==> src/include/rts_pkg.sv <==
package rts_pkg;
   // register byte addresses
   localparam logic [31:0] OFS_BASE_SNAP = 32'h4000001c;
   localparam logic [31:0] OFS_USEC = 32'h40000020;
   localparam logic [31:0] OFS_ADDR_LOW = 32'h40000024;
   localparam logic [31:0] OFS_ADDR_HIGH = 32'h40000028;
   localparam logic [31:0] OFS_RX_PTR = 32'h4000002c;
   localparam logic [31:0] OFS_SLEEP_CTL = 32'h40000030;
   localparam logic [31:0] OFS_SLEEP_SET = 32'h40000034;
   localparam logic [31:0] OFS_SLEEP_MEAS = 32'h40000038;
   localparam logic [31:0] OFS_IRQ_STATUS = 32'h40000060;
   localparam logic [31:0] OFS_IRQ_MASK = 32'h40000064;
   localparam logic [31:0] OFS_SAMPLE = 32'h40000068;

   // field widths and positions
   localparam int BASE_W = 27;
   localparam int USEC_W = 10;
   localparam int ADDR_HIGH_W = 16;
   localparam int ADDR_TYPE_BIT = 16;
   localparam int RX_PTR_W = 14;
   localparam int EXT_DIS_BIT = 31;
   localparam int STAT_BIT = 15;
   localparam int SOFT_WAKE_BIT = 4;
   localparam int CORR_EN_BIT = 3;
   localparam int SLEEP_REQ_BIT = 2;
   localparam int SAMPLE_BIT = 0;
   localparam int IRQ_W = 3;
   localparam int EV_SLEEP_ENTER = 0;
   localparam int EV_WOKE = 1;
   localparam int EV_BASE_TICK = 2;

   // reset word and full wake interrupt enable
   localparam logic [31:0] RESET_WORD = 32'h00000000;
   localparam logic [1:0] WAKE_IRQ_ALL = 2'h3;

   // timing
   localparam int CLK_PERIOD_NS = 40;
   localparam int USEC_NS = 1000;
   localparam int CYC_PER_USEC = USEC_NS / CLK_PERIOD_NS;
   localparam int BASE_PERIOD_US = 625;
   localparam logic [4:0] USEC_DIV_LAST = 5'(CYC_PER_USEC - 1);
   localparam logic [USEC_W-1:0] FINE_LAST = USEC_W'(BASE_PERIOD_US - 1);

   typedef enum logic [1:0] {
      ST_ACTIVE,
      ST_DEEP,
      ST_HALTED
   } rts_state_t;

   typedef struct packed {
      logic ext_wake_disable;
      logic sleep_request;
      logic [1:0] wake_irq_enable;
   } rts_sleep_ctl_t;
endpackage

==> src/design/rts_regs.sv <==
// The APB slave port was left to the implementer.
module rts_regs (
   input wire logic pclk,
   input wire logic presetn,
   input wire logic psel,
   input wire logic penable,
   input wire logic pwrite,
   input wire logic [31:0] paddr,
   input wire logic [31:0] pwdata,
   input wire logic lp_clk,
   input wire logic ext_wake,
   output logic [31:0] prdata,
   output logic pready,
   output logic pslverr,
   output logic irq,
   output logic deep_sleep_active,
   output logic lowpower_wake_interrupt
);

   ////////////////////////////////////////////////////////////////////////////
   // state
   logic [rts_pkg::BASE_W-1:0] base_period_value;
   logic [rts_pkg::BASE_W-1:0] base_period_snapshot;
   logic [rts_pkg::USEC_W-1:0] microsecond_value;
   logic [4:0] usec_div;
   logic [31:0] addr_low_bits;
   logic [rts_pkg::ADDR_HIGH_W-1:0] addr_high_bits;
   logic addr_type_private;
   logic [rts_pkg::RX_PTR_W-1:0] rx_list_start;
   rts_pkg::rts_sleep_ctl_t sleep_ctl;
   logic [31:0] sleep_duration_setting;
   logic [31:0] measured_sleep_duration;
   logic [rts_pkg::IRQ_W-1:0] irq_status;
   logic [rts_pkg::IRQ_W-1:0] irq_mask;
   rts_pkg::rts_state_t state;
   rts_pkg::rts_state_t next_state;
   logic lp_meta, lp_sync, lp_prev;
   logic wake_meta, wake_sync;

   ////////////////////////////////////////////////////////////////////////////
   // apb decode
   wire logic done = psel & penable & pready;
   wire logic wr = done & pwrite;
   wire logic rd = done & ~pwrite;
   wire logic hit_base = paddr == rts_pkg::OFS_BASE_SNAP;
   wire logic hit_usec = paddr == rts_pkg::OFS_USEC;
   wire logic hit_alow = paddr == rts_pkg::OFS_ADDR_LOW;
   wire logic hit_ahigh = paddr == rts_pkg::OFS_ADDR_HIGH;
   wire logic hit_rx = paddr == rts_pkg::OFS_RX_PTR;
   wire logic hit_ctl = paddr == rts_pkg::OFS_SLEEP_CTL;
   wire logic hit_set = paddr == rts_pkg::OFS_SLEEP_SET;
   wire logic hit_meas = paddr == rts_pkg::OFS_SLEEP_MEAS;
   wire logic hit_ist = paddr == rts_pkg::OFS_IRQ_STATUS;
   wire logic hit_imask = paddr == rts_pkg::OFS_IRQ_MASK;
   wire logic hit_sample_trigger = paddr == rts_pkg::OFS_SAMPLE;
   wire logic mapped = hit_base | hit_usec | hit_alow | hit_ahigh | hit_rx | hit_ctl
                       | hit_set | hit_meas | hit_ist | hit_imask | hit_sample_trigger;

   // write strobes; a write to a read-only or unmapped word is dropped
   wire logic wr_ctl = wr & hit_ctl;
   wire logic wr_sample = wr & hit_sample_trigger & pwdata[rts_pkg::SAMPLE_BIT];
   wire logic soft_wake = wr_ctl & pwdata[rts_pkg::SOFT_WAKE_BIT];
   wire logic corr_write = wr_ctl & pwdata[rts_pkg::CORR_EN_BIT];

   // read data; reserved bits and self-clearing bits come back as zero
   wire logic [31:0] ctl_word = {sleep_ctl.ext_wake_disable, 15'h0000, deep_sleep_active, 10'h000,
                                 2'h0, sleep_ctl.sleep_request, sleep_ctl.wake_irq_enable};
   wire logic [31:0] rd_word =
      hit_base ? {5'h00, base_period_snapshot} :
      hit_usec ? {22'h000000, microsecond_value} :
      hit_alow ? addr_low_bits :
      hit_ahigh ? {15'h0000, addr_type_private, addr_high_bits} :
      hit_rx ? {18'h00000, rx_list_start} :
      hit_ctl ? ctl_word :
      hit_set ? sleep_duration_setting :
      hit_meas ? measured_sleep_duration :
      hit_ist ? {29'h00000000, irq_status} :
      hit_imask ? {29'h00000000, irq_mask} :
      rts_pkg::RESET_WORD;

   // one wait state: pready rises in the second access cycle
   always_ff @(posedge pclk or negedge presetn) begin
      if (!presetn) begin
         pready <= 1'b0;
         pslverr <= 1'b0;
         prdata <= rts_pkg::RESET_WORD;
      end else begin
         pready <= psel & penable & ~pready;
         pslverr <= psel & penable & ~pready & ~mapped;
         prdata <= (psel & penable & ~pready & ~pwrite) ? rd_word : rts_pkg::RESET_WORD;
      end
   end

   ////////////////////////////////////////////////////////////////////////////
   // pin synchronisers; the low-power clock is sampled, not used as a clock
   always_ff @(posedge pclk or negedge presetn) begin
      if (!presetn) begin
         lp_meta <= 1'b0;
         lp_sync <= 1'b0;
         lp_prev <= 1'b0;
         wake_meta <= 1'b0;
         wake_sync <= 1'b0;
      end else begin
         lp_meta <= lp_clk;
         lp_sync <= lp_meta;
         lp_prev <= lp_sync;
         wake_meta <= ext_wake;
         wake_sync <= wake_meta;
      end
   end

   wire logic lp_tick = lp_sync & ~lp_prev;

   ////////////////////////////////////////////////////////////////////////////
   // timebase: counters freeze in sleep and until correction is written
   wire logic count_en = state == rts_pkg::ST_ACTIVE;
   wire logic us_tick = count_en & (usec_div == rts_pkg::USEC_DIV_LAST);
   wire logic fine_wrap = us_tick & (microsecond_value == rts_pkg::FINE_LAST);

   always_ff @(posedge pclk or negedge presetn) begin
      if (!presetn) begin
         usec_div <= 5'h00;
         microsecond_value <= '0;
         base_period_value <= '0;
      end else if (count_en) begin
         usec_div <= us_tick ? 5'h00 : usec_div + 5'h01;
         if (us_tick) begin
            microsecond_value <= fine_wrap ? '0 : microsecond_value + 10'h001;
         end
         if (fine_wrap) begin
            base_period_value <= base_period_value + 27'h0000001;
         end
      end
   end

   // snapshot only on trigger; software sees a stable value between samples
   always_ff @(posedge pclk or negedge presetn) begin
      if (!presetn) begin
         base_period_snapshot <= '0;
      end else if (wr_sample) begin
         base_period_snapshot <= base_period_value;
      end
   end

   ////////////////////////////////////////////////////////////////////////////
   // plain read-write registers
   always_ff @(posedge pclk or negedge presetn) begin
      if (!presetn) begin
         addr_low_bits <= rts_pkg::RESET_WORD;
         addr_high_bits <= '0;
         addr_type_private <= 1'b0;
         rx_list_start <= '0;
         sleep_duration_setting <= rts_pkg::RESET_WORD;
         irq_mask <= '0;
      end else if (wr) begin
         if (hit_alow) begin
            addr_low_bits <= pwdata;
         end
         if (hit_ahigh) begin
            addr_high_bits <= pwdata[rts_pkg::ADDR_HIGH_W-1:0];
            addr_type_private <= pwdata[rts_pkg::ADDR_TYPE_BIT];
         end
         if (hit_rx) begin
            rx_list_start <= pwdata[rts_pkg::RX_PTR_W-1:0];
         end
         if (hit_set) begin
            sleep_duration_setting <= pwdata;
         end
         if (hit_imask) begin
            irq_mask <= pwdata[rts_pkg::IRQ_W-1:0];
         end
      end
   end

   ////////////////////////////////////////////////////////////////////////////
   // sleep sequencing
   wire logic ext_wake_ok = wake_sync & ~sleep_ctl.ext_wake_disable;
   wire logic [31:0] meas_inc = measured_sleep_duration + 32'h00000001;
   wire logic time_up = lp_tick & (sleep_duration_setting != 32'h00000000)
                        & (meas_inc >= sleep_duration_setting);
   wire logic wake_now = soft_wake | ext_wake_ok | time_up;
   wire logic stat_fall = (state == rts_pkg::ST_DEEP) & (next_state != rts_pkg::ST_DEEP);

   always_comb begin
      next_state = state;
      case (state)
         rts_pkg::ST_ACTIVE: begin
            // entry waits for a low-power edge so the mux switch is clean
            if (sleep_ctl.sleep_request && lp_tick) begin
               next_state = rts_pkg::ST_DEEP;
            end
         end
         rts_pkg::ST_DEEP: begin
            if (wake_now) begin
               next_state = rts_pkg::ST_HALTED;
            end
         end
         rts_pkg::ST_HALTED: begin
            if (corr_write) begin
               next_state = rts_pkg::ST_ACTIVE;
            end
         end
         default: begin
            next_state = rts_pkg::ST_ACTIVE;
         end
      endcase
   end

   always_ff @(posedge pclk or negedge presetn) begin
      if (!presetn) begin
         state <= rts_pkg::ST_ACTIVE;
         deep_sleep_active <= 1'b0;
      end else begin
         state <= next_state;
         deep_sleep_active <= next_state == rts_pkg::ST_DEEP;
      end
   end

   // duration counter restarts at entry and runs on low-power edges
   always_ff @(posedge pclk or negedge presetn) begin
      if (!presetn) begin
         measured_sleep_duration <= rts_pkg::RESET_WORD;
      end else if (state == rts_pkg::ST_ACTIVE && next_state == rts_pkg::ST_DEEP) begin
         measured_sleep_duration <= rts_pkg::RESET_WORD;
      end else if (state == rts_pkg::ST_DEEP && lp_tick) begin
         measured_sleep_duration <= meas_inc;
      end
   end

   // control word; a software write in the same cycle beats the auto-clear
   always_ff @(posedge pclk or negedge presetn) begin
      if (!presetn) begin
         sleep_ctl <= '0;
      end else if (wr_ctl) begin
         sleep_ctl.ext_wake_disable <= pwdata[rts_pkg::EXT_DIS_BIT];
         sleep_ctl.sleep_request <= pwdata[rts_pkg::SLEEP_REQ_BIT];
         sleep_ctl.wake_irq_enable <= pwdata[1:0];
      end else if (stat_fall) begin
         sleep_ctl.sleep_request <= 1'b0;
      end
   end

   // wake interrupt raised at wake if fully enabled, dropped once counters resume
   always_ff @(posedge pclk or negedge presetn) begin
      if (!presetn) begin
         lowpower_wake_interrupt <= 1'b0;
      end else if (stat_fall && sleep_ctl.wake_irq_enable == rts_pkg::WAKE_IRQ_ALL) begin
         lowpower_wake_interrupt <= 1'b1;
      end else if (corr_write) begin
         lowpower_wake_interrupt <= 1'b0;
      end
   end

   ////////////////////////////////////////////////////////////////////////////
   // sticky events; a read clears only the bits that its data returned
   // prdata was captured one cycle before the clear, so a bit set in between must survive
   wire logic [rts_pkg::IRQ_W-1:0] events = {fine_wrap & (base_period_value[0] | 1'b1), stat_fall,
                                             state == rts_pkg::ST_ACTIVE && next_state == rts_pkg::ST_DEEP};
   wire logic [rts_pkg::IRQ_W-1:0] kept_status = irq_status & ~prdata[rts_pkg::IRQ_W-1:0];
   wire logic [rts_pkg::IRQ_W-1:0] next_status = (rd & hit_ist) ? (kept_status | events)
                                                                 : (irq_status | events);

   always_ff @(posedge pclk or negedge presetn) begin
      if (!presetn) begin
         irq_status <= '0;
         irq <= 1'b0;
      end else begin
         irq_status <= next_status;
         irq <= |(next_status & irq_mask);
      end
   end

   ////////////////////////////////////////////////////////////////////////////
   // checks
   property p_snapshot;
      @(posedge pclk) disable iff (!presetn)
      wr_sample |=> base_period_snapshot == $past(base_period_value);
   endproperty
   a_snapshot: assert property (p_snapshot) else $error("snapshot missed sampled base count");

   property p_usec_step;
      @(posedge pclk) disable iff (!presetn)
      us_tick && !fine_wrap |=> microsecond_value == $past(microsecond_value) + 10'h001;
   endproperty
   a_usec_step: assert property (p_usec_step) else $error("microsecond counter did not step");

   // helper for the tick spacing check: counting cycles since the last tick
   // kept apart from the divider so a broken divider cannot hide itself
   logic [4:0] chk_gap;
   always_ff @(posedge pclk or negedge presetn) begin
      if (!presetn) begin
         chk_gap <= 5'h00;
      end else if (us_tick) begin
         chk_gap <= 5'h00;
      end else if (count_en) begin
         chk_gap <= chk_gap + 5'h01;
      end
   end

   property p_usec_rate;
      @(posedge pclk) disable iff (!presetn)
      count_en |-> (us_tick == (chk_gap == rts_pkg::USEC_DIV_LAST));
   endproperty
   a_usec_rate: assert property (p_usec_rate) else $error("microsecond tick spacing wrong");

   property p_addr_low;
      @(posedge pclk) disable iff (!presetn)
      wr && hit_alow |=> addr_low_bits == $past(pwdata);
   endproperty
   a_addr_low: assert property (p_addr_low) else $error("low address write lost");

   property p_addr_high;
      @(posedge pclk) disable iff (!presetn)
      wr && hit_ahigh |=> {addr_type_private, addr_high_bits} == $past(pwdata[16:0]);
   endproperty
   a_addr_high: assert property (p_addr_high) else $error("high address or type write lost");

   property p_rx_ptr;
      @(posedge pclk) disable iff (!presetn)
      wr && hit_rx |=> rx_list_start == $past(pwdata[13:0]);
   endproperty
   a_rx_ptr: assert property (p_rx_ptr) else $error("rx pointer write lost");

   property p_ext_blocked;
      @(posedge pclk) disable iff (!presetn)
      state == rts_pkg::ST_DEEP && sleep_ctl.ext_wake_disable && !soft_wake && !time_up
      |=> deep_sleep_active;
   endproperty
   a_ext_blocked: assert property (p_ext_blocked) else $error("woke while external wake disabled");

   property p_soft_wake;
      @(posedge pclk) disable iff (!presetn)
      state == rts_pkg::ST_DEEP && soft_wake |=> !deep_sleep_active ##1 !deep_sleep_active;
   endproperty
   a_soft_wake: assert property (p_soft_wake) else $error("soft wake ignored");

   property p_corr;
      @(posedge pclk) disable iff (!presetn)
      state == rts_pkg::ST_HALTED && corr_write |=> count_en;
   endproperty
   a_corr: assert property (p_corr) else $error("counters not restarted");

   property p_req_clear;
      @(posedge pclk) disable iff (!presetn)
      $fell(deep_sleep_active) && !$past(wr_ctl) |-> !sleep_ctl.sleep_request;
   endproperty
   a_req_clear: assert property (p_req_clear) else $error("sleep request not cleared");

   property p_meas;
      @(posedge pclk) disable iff (!presetn)
      state == rts_pkg::ST_DEEP && lp_tick |=> measured_sleep_duration == $past(meas_inc);
   endproperty
   a_meas: assert property (p_meas) else $error("sleep duration not counted");

   property p_reserved;
      @(posedge pclk) disable iff (!presetn)
      pready && !pwrite && hit_ahigh |-> prdata[31:17] == 15'h0000;
   endproperty
   a_reserved: assert property (p_reserved) else $error("reserved bits read nonzero");

endmodule

==> config.mk <==
export PLATFORM = sky130hd
export DESIGN_NAME = rts_regs
export DESIGN_NICKNAME = d
export VERILOG_FILES = /design/src/include/rts_pkg.sv /design/src/design/rts_regs.sv
export SDC_FILE = /design/constraint.sdc
export NUM_CORES = 1
export LEC_CHECK = 0
export ABC_AREA = 1
export BUFFER_PORTS_ARGS = -buffer_cell sky130_fd_sc_hd__buf_4
export CORE_AREA = 2 2 138 167
export CTS_BUF_LIST = sky130_fd_sc_hd__clkbuf_16
export DETAILED_ROUTE_END_ITERATION = 8
export DIE_AREA = 0 0 140 169
export PLACE_DENSITY = 0.79
export SLEW_MARGIN = 5
export SYNTH_ARGS = -nofsm -noshare
export SYNTH_HDL_FRONTEND = slang
export SYNTH_SLANG_ARGS = --single-unit
export TNS_END_PERCENT = 20
==> constraint.sdc <==
create_clock -name pclk -period 4.05 [get_ports pclk]
set_clock_uncertainty 0.2 [all_clocks]
set_input_delay 0.81 -clock pclk [delete_from_list [all_inputs] [get_ports pclk]]
set_output_delay 0.81 -clock pclk [all_outputs]
set_load 0.02 [all_outputs]
* Word level (Yosys, flattened, before mapping)
Index checks and enable logic that the tools add are counted.
** Storage, ports and cells
- Register bits :: 250
- Input bits :: 71
- Output and inout bits :: 37
- Word-level logic and storage cells :: 133
** Cells by class
- Add/subtract/negate cells :: 4
- Magnitude comparators :: 1
- Equal/unequal tests :: 18
- Muxes and demuxes :: 24
- Bitwise logic cells :: 42
- Reduce and logical (&&, ||, !) cells :: 17
** Operator list (count)
- $eq 32x31->1 const B :: 11
- $mux 32 :: 11
- $add 32x1->32 const B :: 1
- $ge 32x32->1 :: 1
- $reduce_bool 32->1 :: 1
- $add 27x1->27 const B :: 1
- $and 1x1->1 :: 20
- $reduce_and 2->1 :: 7
- $or 1x1->1 :: 12
- $add 10x1->10 const B :: 1
- $eq 10x10->1 const B :: 1
- $mux 10 :: 1
- $mux 3 :: 3
- $and 3x3->3 :: 2
- $mux 2 :: 3
- $or 3x3->3 :: 2
- $pmux 2 s3 :: 1
- $reduce_bool 2->1 :: 3
- $add 5x1->5 const B :: 1
- $eq 5x5->1 const B :: 1
- $mux 5 :: 1
- $not 1->1 :: 5
- $eq 2x1->1 const B :: 2
- $eq 2x2->1 const B :: 2
- other kinds (6) :: 12

* Longest topological paths before layout
Gate-level depths: netlist of the first run.
- Word-level depth :: 15
- Depth in mapped cells :: 28
- Depth with buffers taken out :: 28

* Least setup slack after synthesis of the first run
Ideal clock, no wire load.
- Path type :: reg-to-reg
- Start point :: register measured_sleep_duration[2]
- End point :: register sleep_ctl, in the netlist ctl_word[2]
- Setup time :: 0.132 ns
- Arrival :: 2.851 ns
- Required time :: 3.718 ns
- Path slack :: 0.867 ns
- Cell stages (with the launch flop) :: 24
- Path buffers :: 0
- Period minus slack after synthesis :: 3.183 ns
- Path through :: dfrtp_1 inv_2 nor3_4 nand3_2 nor2_4 nand3_4 nor2_4 nand2_4 nor2_8 nand2_2 xor2_1 inv_1 ha_1 nand2_1 nor2_1 nand3_1 nor3_1 nand4_1 nand3_1 nand2_1 nand2_1 nand2_1 nand3_1 o21ai_0
** Between the ends
- Cells in the longest elaborated chain, start to end :: 9
** RTL lines
- start: declaration :: line rts_regs.sv:32 : logic [31:0] measured_sleep_duration;
- start signal: assignment :: line rts_regs.sv:222 : measured_sleep_duration <= rts_pkg::RESET_WORD;
- start signal: assignment :: line rts_regs.sv:224 : measured_sleep_duration <= rts_pkg::RESET_WORD;
- start signal: assignment :: line rts_regs.sv:226 : measured_sleep_duration <= meas_inc;
- $add 32x1->32 :: line rts_regs.sv:178 : wire logic [31:0] meas_inc = measured_sleep_duration + 32'h00000001;
- $ge 32x32->1 :: line rts_regs.sv:180 : & (meas_inc >= sleep_duration_setting);
- $and 1x1->1 :: line rts_regs.sv:180
- $or 1x1->1 :: line rts_regs.sv:181 : wire logic wake_now = soft_wake | ext_wake_ok | time_up;
- $mux 2 :: line rts_regs.sv:194 : if (wake_now) begin
- $pmux 2 s3 :: line rts_regs.sv:186 : case (state)
- $ne 2x1->1 :: line rts_regs.sv:182 : wire logic stat_fall = (state == rts_pkg::ST_DEEP) & (next_state != rts_pkg::ST_DEEP);
- $and 1x1->1 :: line rts_regs.sv:182
- $reduce_bool 2->1 (no source line)
- end: declaration :: line rts_regs.sv:30 : rts_pkg::rts_sleep_ctl_t sleep_ctl;
Every way passes these cells.
A chain may end at the register's enable or synchronous reset.

* Worst setup path in the final report of the first run
- Start point :: register measured_sleep_duration[0]
- End point :: register irq
** Between the ends
- Cells in the longest elaborated chain, start to end :: 12
** RTL lines
- $add 32x1->32 (*) :: line rts_regs.sv:178
- $ge 32x32->1 (*) :: line rts_regs.sv:180
- $and 1x1->1 (*) :: line rts_regs.sv:180
- $or 1x1->1 (*) :: line rts_regs.sv:181
- $mux 2 (*) :: line rts_regs.sv:194
- $pmux 2 s3 (*) :: line rts_regs.sv:186
- $ne 2x1->1 (*) :: line rts_regs.sv:182
- $and 1x1->1 (*) :: line rts_regs.sv:182
- $or 3x3->3, on equally long branches :: line rts_regs.sv:261, rts_regs.sv:260
- $mux 3 (*) :: line rts_regs.sv:260 : wire logic [rts_pkg::IRQ_W-1:0] next_status = (rd & hit_ist) ? (kept_status | events)
- net next_status, one bit :: line rts_regs.sv:260
- $and 3x3->3 (*) :: line rts_regs.sv:269 : irq <= |(next_status & irq_mask);
- $reduce_or 3->1 (*) :: line rts_regs.sv:269
- end signal: assignment :: line rts_regs.sv:269
- end: declaration :: line rts_regs.sv:15 : output logic irq,
Mark *: on every way through the listed nets, which the timed path passes. The rest lies on a longest branch.

==> flow_summary.ini, run 1 <==
[run_status]
status = complete, but fails checks
violations = design-rule violations

[final_layout]
antennaDiodeCount = 0
fillers = 1761
final_util_pct = 67.54
nets = 1802
seqCellArea_sq_mm = 0.006256
multi_input_area_sq_mm = 0.005714
area_growth_pct = 15.01
final_layout_size_suffix_gt1_share_pct = 13.72

[drt]
drcViolationCount = 1
ant_nets = 0
vias = 11252
drt_pass1_iterations = 9
viasPerCell = 5.649
wl_per_cell_um = 16.71
drt_iter0_drc = 892
routed_wl_um = 33290

[synthesis]
syn-num-nets = 1696
synth-seq-area-share_pct = 48.10
async_flop_share_pct = 100.0
synth.avg_cell_area_sq_um = 8.195
netlist_area_sq_mm = 0.01300
synth_flop_cell = dfrtp_1
syn_inst = 1587
synth_seq_cells = 250
ys_warn_count = 0
synth_edf_count = 0
ys_types = 49

[critical_path]
reg2reg_depth = 26
cp.required_ns = 4.27
path_buf_inv = 2
critical_path_cell_count = 26
slowest_delay_ns = 0.39
end_kind = register
crit_arrival_ns = 3.92
path_max_fanout = 4
cpMostUsedCell = nand2_1
r2r_slack_ns = 0.36
cpLargestDelayFamily = simple AND/OR/NAND/NOR gates
regToRegStartpoint = measured_sleep_duration[0]$_DFFE_PN0P_
cp_slowest_cell = dfrtp_1
r2r-end = irq$_DFF_PN0_
startpoint_type = register
setup.worst_path.class = reg -> reg

[sta]
worstMarginPinSlew_ns = 0.9295
finalSetupViolations = 0
max_freq_ghz = 0.2709
fin_setup_tns_ns = 0
maxSlewHeadroom_pct = 37.88
rsz0062_at_grt = no
min_period_ns = 3.692
finalCritPeriodShare_pct = 91.16
final_hold_viol_count = 0
maxSlewViolCount = 0

[clock_tree]
htreeDepth = 1
cts_made_buffers = 26
postCtsSetupBuffers = 0
cts_root_buf = clkbuf_16
cts_resized = 0
cts_tree = yes
cts_hold_buf = 0
cts.sink_count = 250
cts_buffer_depth = 3
path_clk_slew_ns = 0.06
clkLatencyLatePin_ns = 0.54

[grt]
grt_usage_pct = 28.90
grt_pass1_vias = 11106
grt_max_degree = 88
grt-ovfl-total = 0
antenna_found_initial = 0
grt_pass1_wl_um = 55250

[floorplanning]
start_util_pct = 58.72
dieArea_sq_mm = 0.02366
die_w_um = 140
ios = 108
die_y_um = 169
num_rows = 60
coreArea_sq_mm = 0.02215

[placement]
place.port_buffers = 107
gp_congestion = 0.9412
dpl.hpwl_um = 24860

[job]
max-cap-violations = 0

[power]
irDropWorstVdd_v = 0.0003292
power_density_mw_per_mm2 = 333.3
p_leak_nw = 7.525

[min_path]
hold_class = in -> async
## power breakdown
part           internal [mW]  switching, mW  total (mW)  leakage [nW]
clock                   1.33          0.987        2.32         0.421
sequential              2.50        0.00201        2.50          3.45
combinational         0.0597          0.102       0.162          3.66
total                   3.89           1.09        4.98          7.53
## per-layer routing
metal  track usage, %  share of wire (%)
met3            3.678                5.8
met2            47.48                 47
met4            11.64                4.0
met1            39.40                 43
met5                0                  0
## worst register-to-register path: cells and delay by family, from the launching register on
kind / cells / cell delay (ns)
fa+ha+maj: 2 / 0.51
xor+xnor: 1 / 0.22
simple gates: 19 / 1.91
buf+inv: 2 / 0.13
compound gates: 2 / 0.26
flops: 1 / 0.39
## through the flow
| stage | hold WS, ns | setup slack, ns | power [mW] | cell area, sq um | cells |
|---|---|---|---|---|---|
| 2_1_floorplan | 0.1312 | 0.8670 | 2.584 | 13010 | 1587 |
| 3_3_place_gp | 0.1344 | 0.4155 | 2.710 | 14120 | 1944 |
| 3_5_place_dp | 0.1379 | 0.3415 | 2.714 | 14120 | 1944 |
| 4_1_cts | 0.09924 | 0.3254 | 5.013 | 14950 | 1992 |
| 5_1_grt | 0.1236 | 0.01232 | 5.136 | 14960 | 1992 |
| 6_report | 0.06014 | 0.3580 | 4.985 | 14960 | 1992 |
## cells in the final DEF, fill, tap and decap left out, types with 8 or more instances in the layout
master     count
a21oi_1       52
buf_4        126
clkbuf_16     27
clkinv_1      10
dfrtp_1      250
ha_1          37
inv_1        209
inv_2         12
nand2_1      400
nand3_1       68
nand4_1       28
nor2_1        81
nor2_2        14
nor2_4         8
nor3_1        19
nor4_1        20
o211ai_1      16
o21ai_0      168
o21ai_1       35
o22ai_1       14
xor2_1        43
## sequential cells by signal, indices dropped and copies added (netlist names), 2 cells and up
name                     count
addr_low_bits               32
measured_sleep_duration     32
prdata                      32
sleep_duration_setting      32
base_period_snapshot        27
base_period_value           27
addr_high_bits              16
rx_list_start               14
microsecond_value           10
usec_div                     5
ctl_word                     4
irq_mask                     3
irq_status                   3
state                        2
## final cells by class
class,instances,share of cell area [%]
tap,279,2.334
timing repair buffer,128,6.558
sequential,250,41.83
clock inverter,21,1.037
multi-input combinational,1067,38.20
inverter,220,5.521
clock buffer,27,4.517
## synth_stat cells (14+ instances only)
library cell,number,area (sq um)
nand2_1,401,1505
dfrtp_1,250,6256
inv_1,205,769.5
o21ai_0,168,840.8
nor2_1,82,307.8
nand3_1,68,340.3
a21oi_1,52,260.3
xor2_1,43,376.6
ha_1,38,475.5
o21ai_1,35,175.2
clkbuf_1,30,112.6
nand4_1,28,175.2
nor3_1,20,100.1
nor4_1,20,125.1
o211ai_1,16,120.1
buf_2,15,75.07
o22ai_1,14,87.58
## kinds of logic after synthesis
kind of cell             count (synthesis)  synth area share [%]
buffers and inverters                  270                 8.053
adder cells (fa/ha/maj)                 38                 3.656
XOR/XNOR                                44                 3.021
multiplexers                            10                0.8658
AND/OR/NAND/NOR                        675                 23.92
AO/OA/AOI/OAI                          300                 12.38
flip-flops                             250                 48.10
## how the worst max path moves through the flow
stage | endpoint | start | slack (ns)
6_report | irq$_DFF_PN0_ | measured_sleep_duration[0]$_DFFE_PN0P_ | 0.36
5_1_grt | ctl_word[2]$_DFFE_PN0P_ | measured_sleep_duration[0]$_DFFE_PN0P_ | 0.01
4_1_cts | ctl_word[2]$_DFFE_PN0P_ | measured_sleep_duration[2]$_DFFE_PN0P_ | 0.33
3_5_place_dp | ctl_word[2]$_DFFE_PN0P_ | measured_sleep_duration[0]$_DFFE_PN0P_ | 0.34
3_3_place_gp | ctl_word[2]$_DFFE_PN0P_ | measured_sleep_duration[0]$_DFFE_PN0P_ | 0.42
2_1_floorplan | ctl_word[2]$_DFFE_PN0P_ | measured_sleep_duration[2]$_DFFE_PN0P_ | 0.87
Note: power is estimated with default switching activity, not from simulation.
==> inputs of run 2 (changes only) <==
==> constraint.sdc (replaced) <==
create_clock -name pclk -period 4.05 [get_ports pclk]
set_clock_uncertainty 0.2 [all_clocks]
set_input_delay 0.2025 -clock pclk [delete_from_list [all_inputs] [get_ports pclk]]
set_output_delay 0.2025 -clock pclk [all_outputs]
set_load 0.02 [all_outputs]
==> run 2 against run 1 <==
The flow now finishes without violations; maximum frequency decreased by 0.24%; design area is 2.4% higher; register-to-register slack about the same; worst setup slack lost 0.0089 ns; largest cell class unchanged.
==> flow_summary.ini, run 2 (synthesis results as in run 1) <==
[placement]
place.port_buffers = 107
dp_cells = 1938
gp_congestion = 0.9272
placed_area_sq_mm = 0.01407
dpl.hpwl_um = 24380

[critical_path]
cp.required_ns = 4.27
startpoint_type = register
path_buf_inv = 2
r2r_slack_ns = 0.35
setup.worst_path.class = reg -> reg
path_max_fanout = 4
cpLargestDelayFamily = simple AND/OR/NAND/NOR gates
path_cells = inv_2, nor3_4, nand3_2, nor2_4, nand3_4, nor2_4, nand2_4, nor2_2, nand2_1, xor2_1, inv_1, ha_1, a21oi_1, nor2_1, nor2_1, nand3_1, a21oi_1, nand3_2, nand2_1, nand2_1, nand2_1, nand2_1, nand2_1, nand2_1
cp_slowest_cell = dfrtp_1
end_kind = register
slowest_delay_ns = 0.42
crit_arrival_ns = 3.92
cpMostUsedCell = nand2_1

[sta]
final_hold_viol_count = 0
maxSlewViolCount = 0
min_period_ns = 3.701
finalSetupViolations = 0
worstMarginPinSlew_ns = 1.075
fin_setup_tns_ns = 0
max_freq_ghz = 0.2702
maxSlewHeadroom_pct = 28.25
rsz0062_at_grt = no
finalCritPeriodShare_pct = 91.38

[drt]
vias = 11511
drt_iter0_drc = 1017
routed_wl_um = 34890
ant_nets = 0
viasPerCell = 5.682
wl_per_cell_um = 17.22
drcViolationCount = 0
drt_pass1_iterations = 7

[clock_tree]
path_clk_slew_ns = 0.06
cts_root_buf = clkbuf_16
cts_made_buffers = 26
cts.sink_count = 250
clkLatencyLatePin_ns = 0.53
htreeDepth = 1
cts_tree = yes
cts_buffer_depth = 3

[grt]
grt_max_degree = 126
met2_usage_pct = 50.65
grt.met1_usage_pct = 40.91
grt-ovfl-total = 0
grtUsageMet3_pct = 3.536
busiest_layer = met2
grt_pass1_wl_um = 57760
antenna_found_initial = 0
grt_pass1_vias = 11447
grt_usage_pct = 30.25

[min_path]
hold_class = in -> reg

[final_layout]
area_growth_pct = 17.82
nets = 1837
layout_common_cells = nand2_1, dfrtp_1, inv_1, o21ai_0, buf_4
final_util_pct = 69.19
stdcell_area_sq_mm = 0.01532
layoutNonFillerInstCount = 2026
layout_commonest_cell = nand2_1
antennaDiodeCount = 0
fillers = 1703
final_layout_size_suffix_gt1_share_pct = 13.45

[power]
p_leak_nw = 7.677
power_mw = 5.036
power_density_mw_per_mm2 = 328.7
irDropWorstVdd_v = 0.0003356

[job]
max-cap-violations = 0

[floorplanning]
dieArea_sq_mm = 0.02366
die_w_um = 140
num_rows = 60
coreArea_sq_mm = 0.02215
ios = 108
die_y_um = 169
start_util_pct = 58.72

[run_status]
status = completed
run 2: cell types whose count changed in the layout (fill, tap and decap cells not counted), sizes merged:
cell,change
dlygate4sd3,+39
inv,+1
buf,-4
clkinvlp,-1
clkinv,-1
run 2: through the flow:
| step | hold slack (ns) | setup slack (ns) |
|---|---|---|
| finish | 0.01811 | 0.3491 |
| detailed placement | 0.1133 | 0.3200 |
| CTS | 0.009108 | 0.2993 |
| global route | 0.08397 | 0.02083 |
| floorplan | -0.2931 | 0.8670 |
| global placement | 0.1116 | 0.4156 |
run 2: layout make-up:
| cell class | count | area, sq um | area share, % |
|---|---|---|---|
| clock buffer | 27 | 675.6 | 4.410 |
| clock inverter | 20 | 150.1 | 0.9799 |
| inverter | 220 | 825.8 | 5.390 |
| multi-input combinational | 1067 | 5724 | 37.36 |
| sequential | 250 | 6256 | 40.83 |
| tap | 279 | 349.1 | 2.278 |
| timing repair buffer | 163 | 1341 | 8.754 |
run 2: worst register-to-register path, delay by kind of cell (launching register included):
kind | cells | cell delay, ns
fa+ha+maj | 1 | 0.29
buf+inv | 2 | 0.15
xor+xnor | 1 | 0.22
compound gates | 2 | 0.34
simple gates | 18 | 1.99
flops | 1 | 0.42
run 2: worst paths after layout:
| kind | start | endpoint | depth (start not counted) |
|---|---|---|---|
| min | paddr[7] | irq_mask[0]$_DFFE_PN0P_ | 6 |
| max reg2reg | measured_sleep_duration[2]$_DFFE_PN0P_ | irq$_DFF_PN0_ | 24 |
| min reg2reg | wake_meta$_DFF_PN0_ | wake_sync$_DFF_PN0_ | 0 |
| min in group asynchronous | presetn | usec_div[1]$_DFFE_PN0P_ | 2 |
| max | measured_sleep_duration[2]$_DFFE_PN0P_ | irq$_DFF_PN0_ | 24 |
| max in group asynchronous | presetn | prdata[27]$_DFF_PN0_ | 3 |
run 2: per-layer routing:
layer | vias to the layer above | routed length, um
li1 | 5453 | -
met1 | 5544 | 14530
met2 | 430 | 16940
met3 | 84 | 2143
met4 | 0 | 1275
met5 | - | 0
run 2: power by group:
group	internal [mW]	total [mW]	switching (mW)
registers	2.50	2.50	0.00185
clock network	1.33	2.34	1.01
logic	0.0829	0.193	0.110
run 2: timing repair:
| action | CTS | global route |
|---|---|---|
| setup endpoints to repair | 0 | 7 |
| hold buffers | 39 | 0 |
| setup buffers | 0 | 2 |
| gates resized for setup | 0 | 6 |
| endpoints found under the hold margin | 237 | 0 |
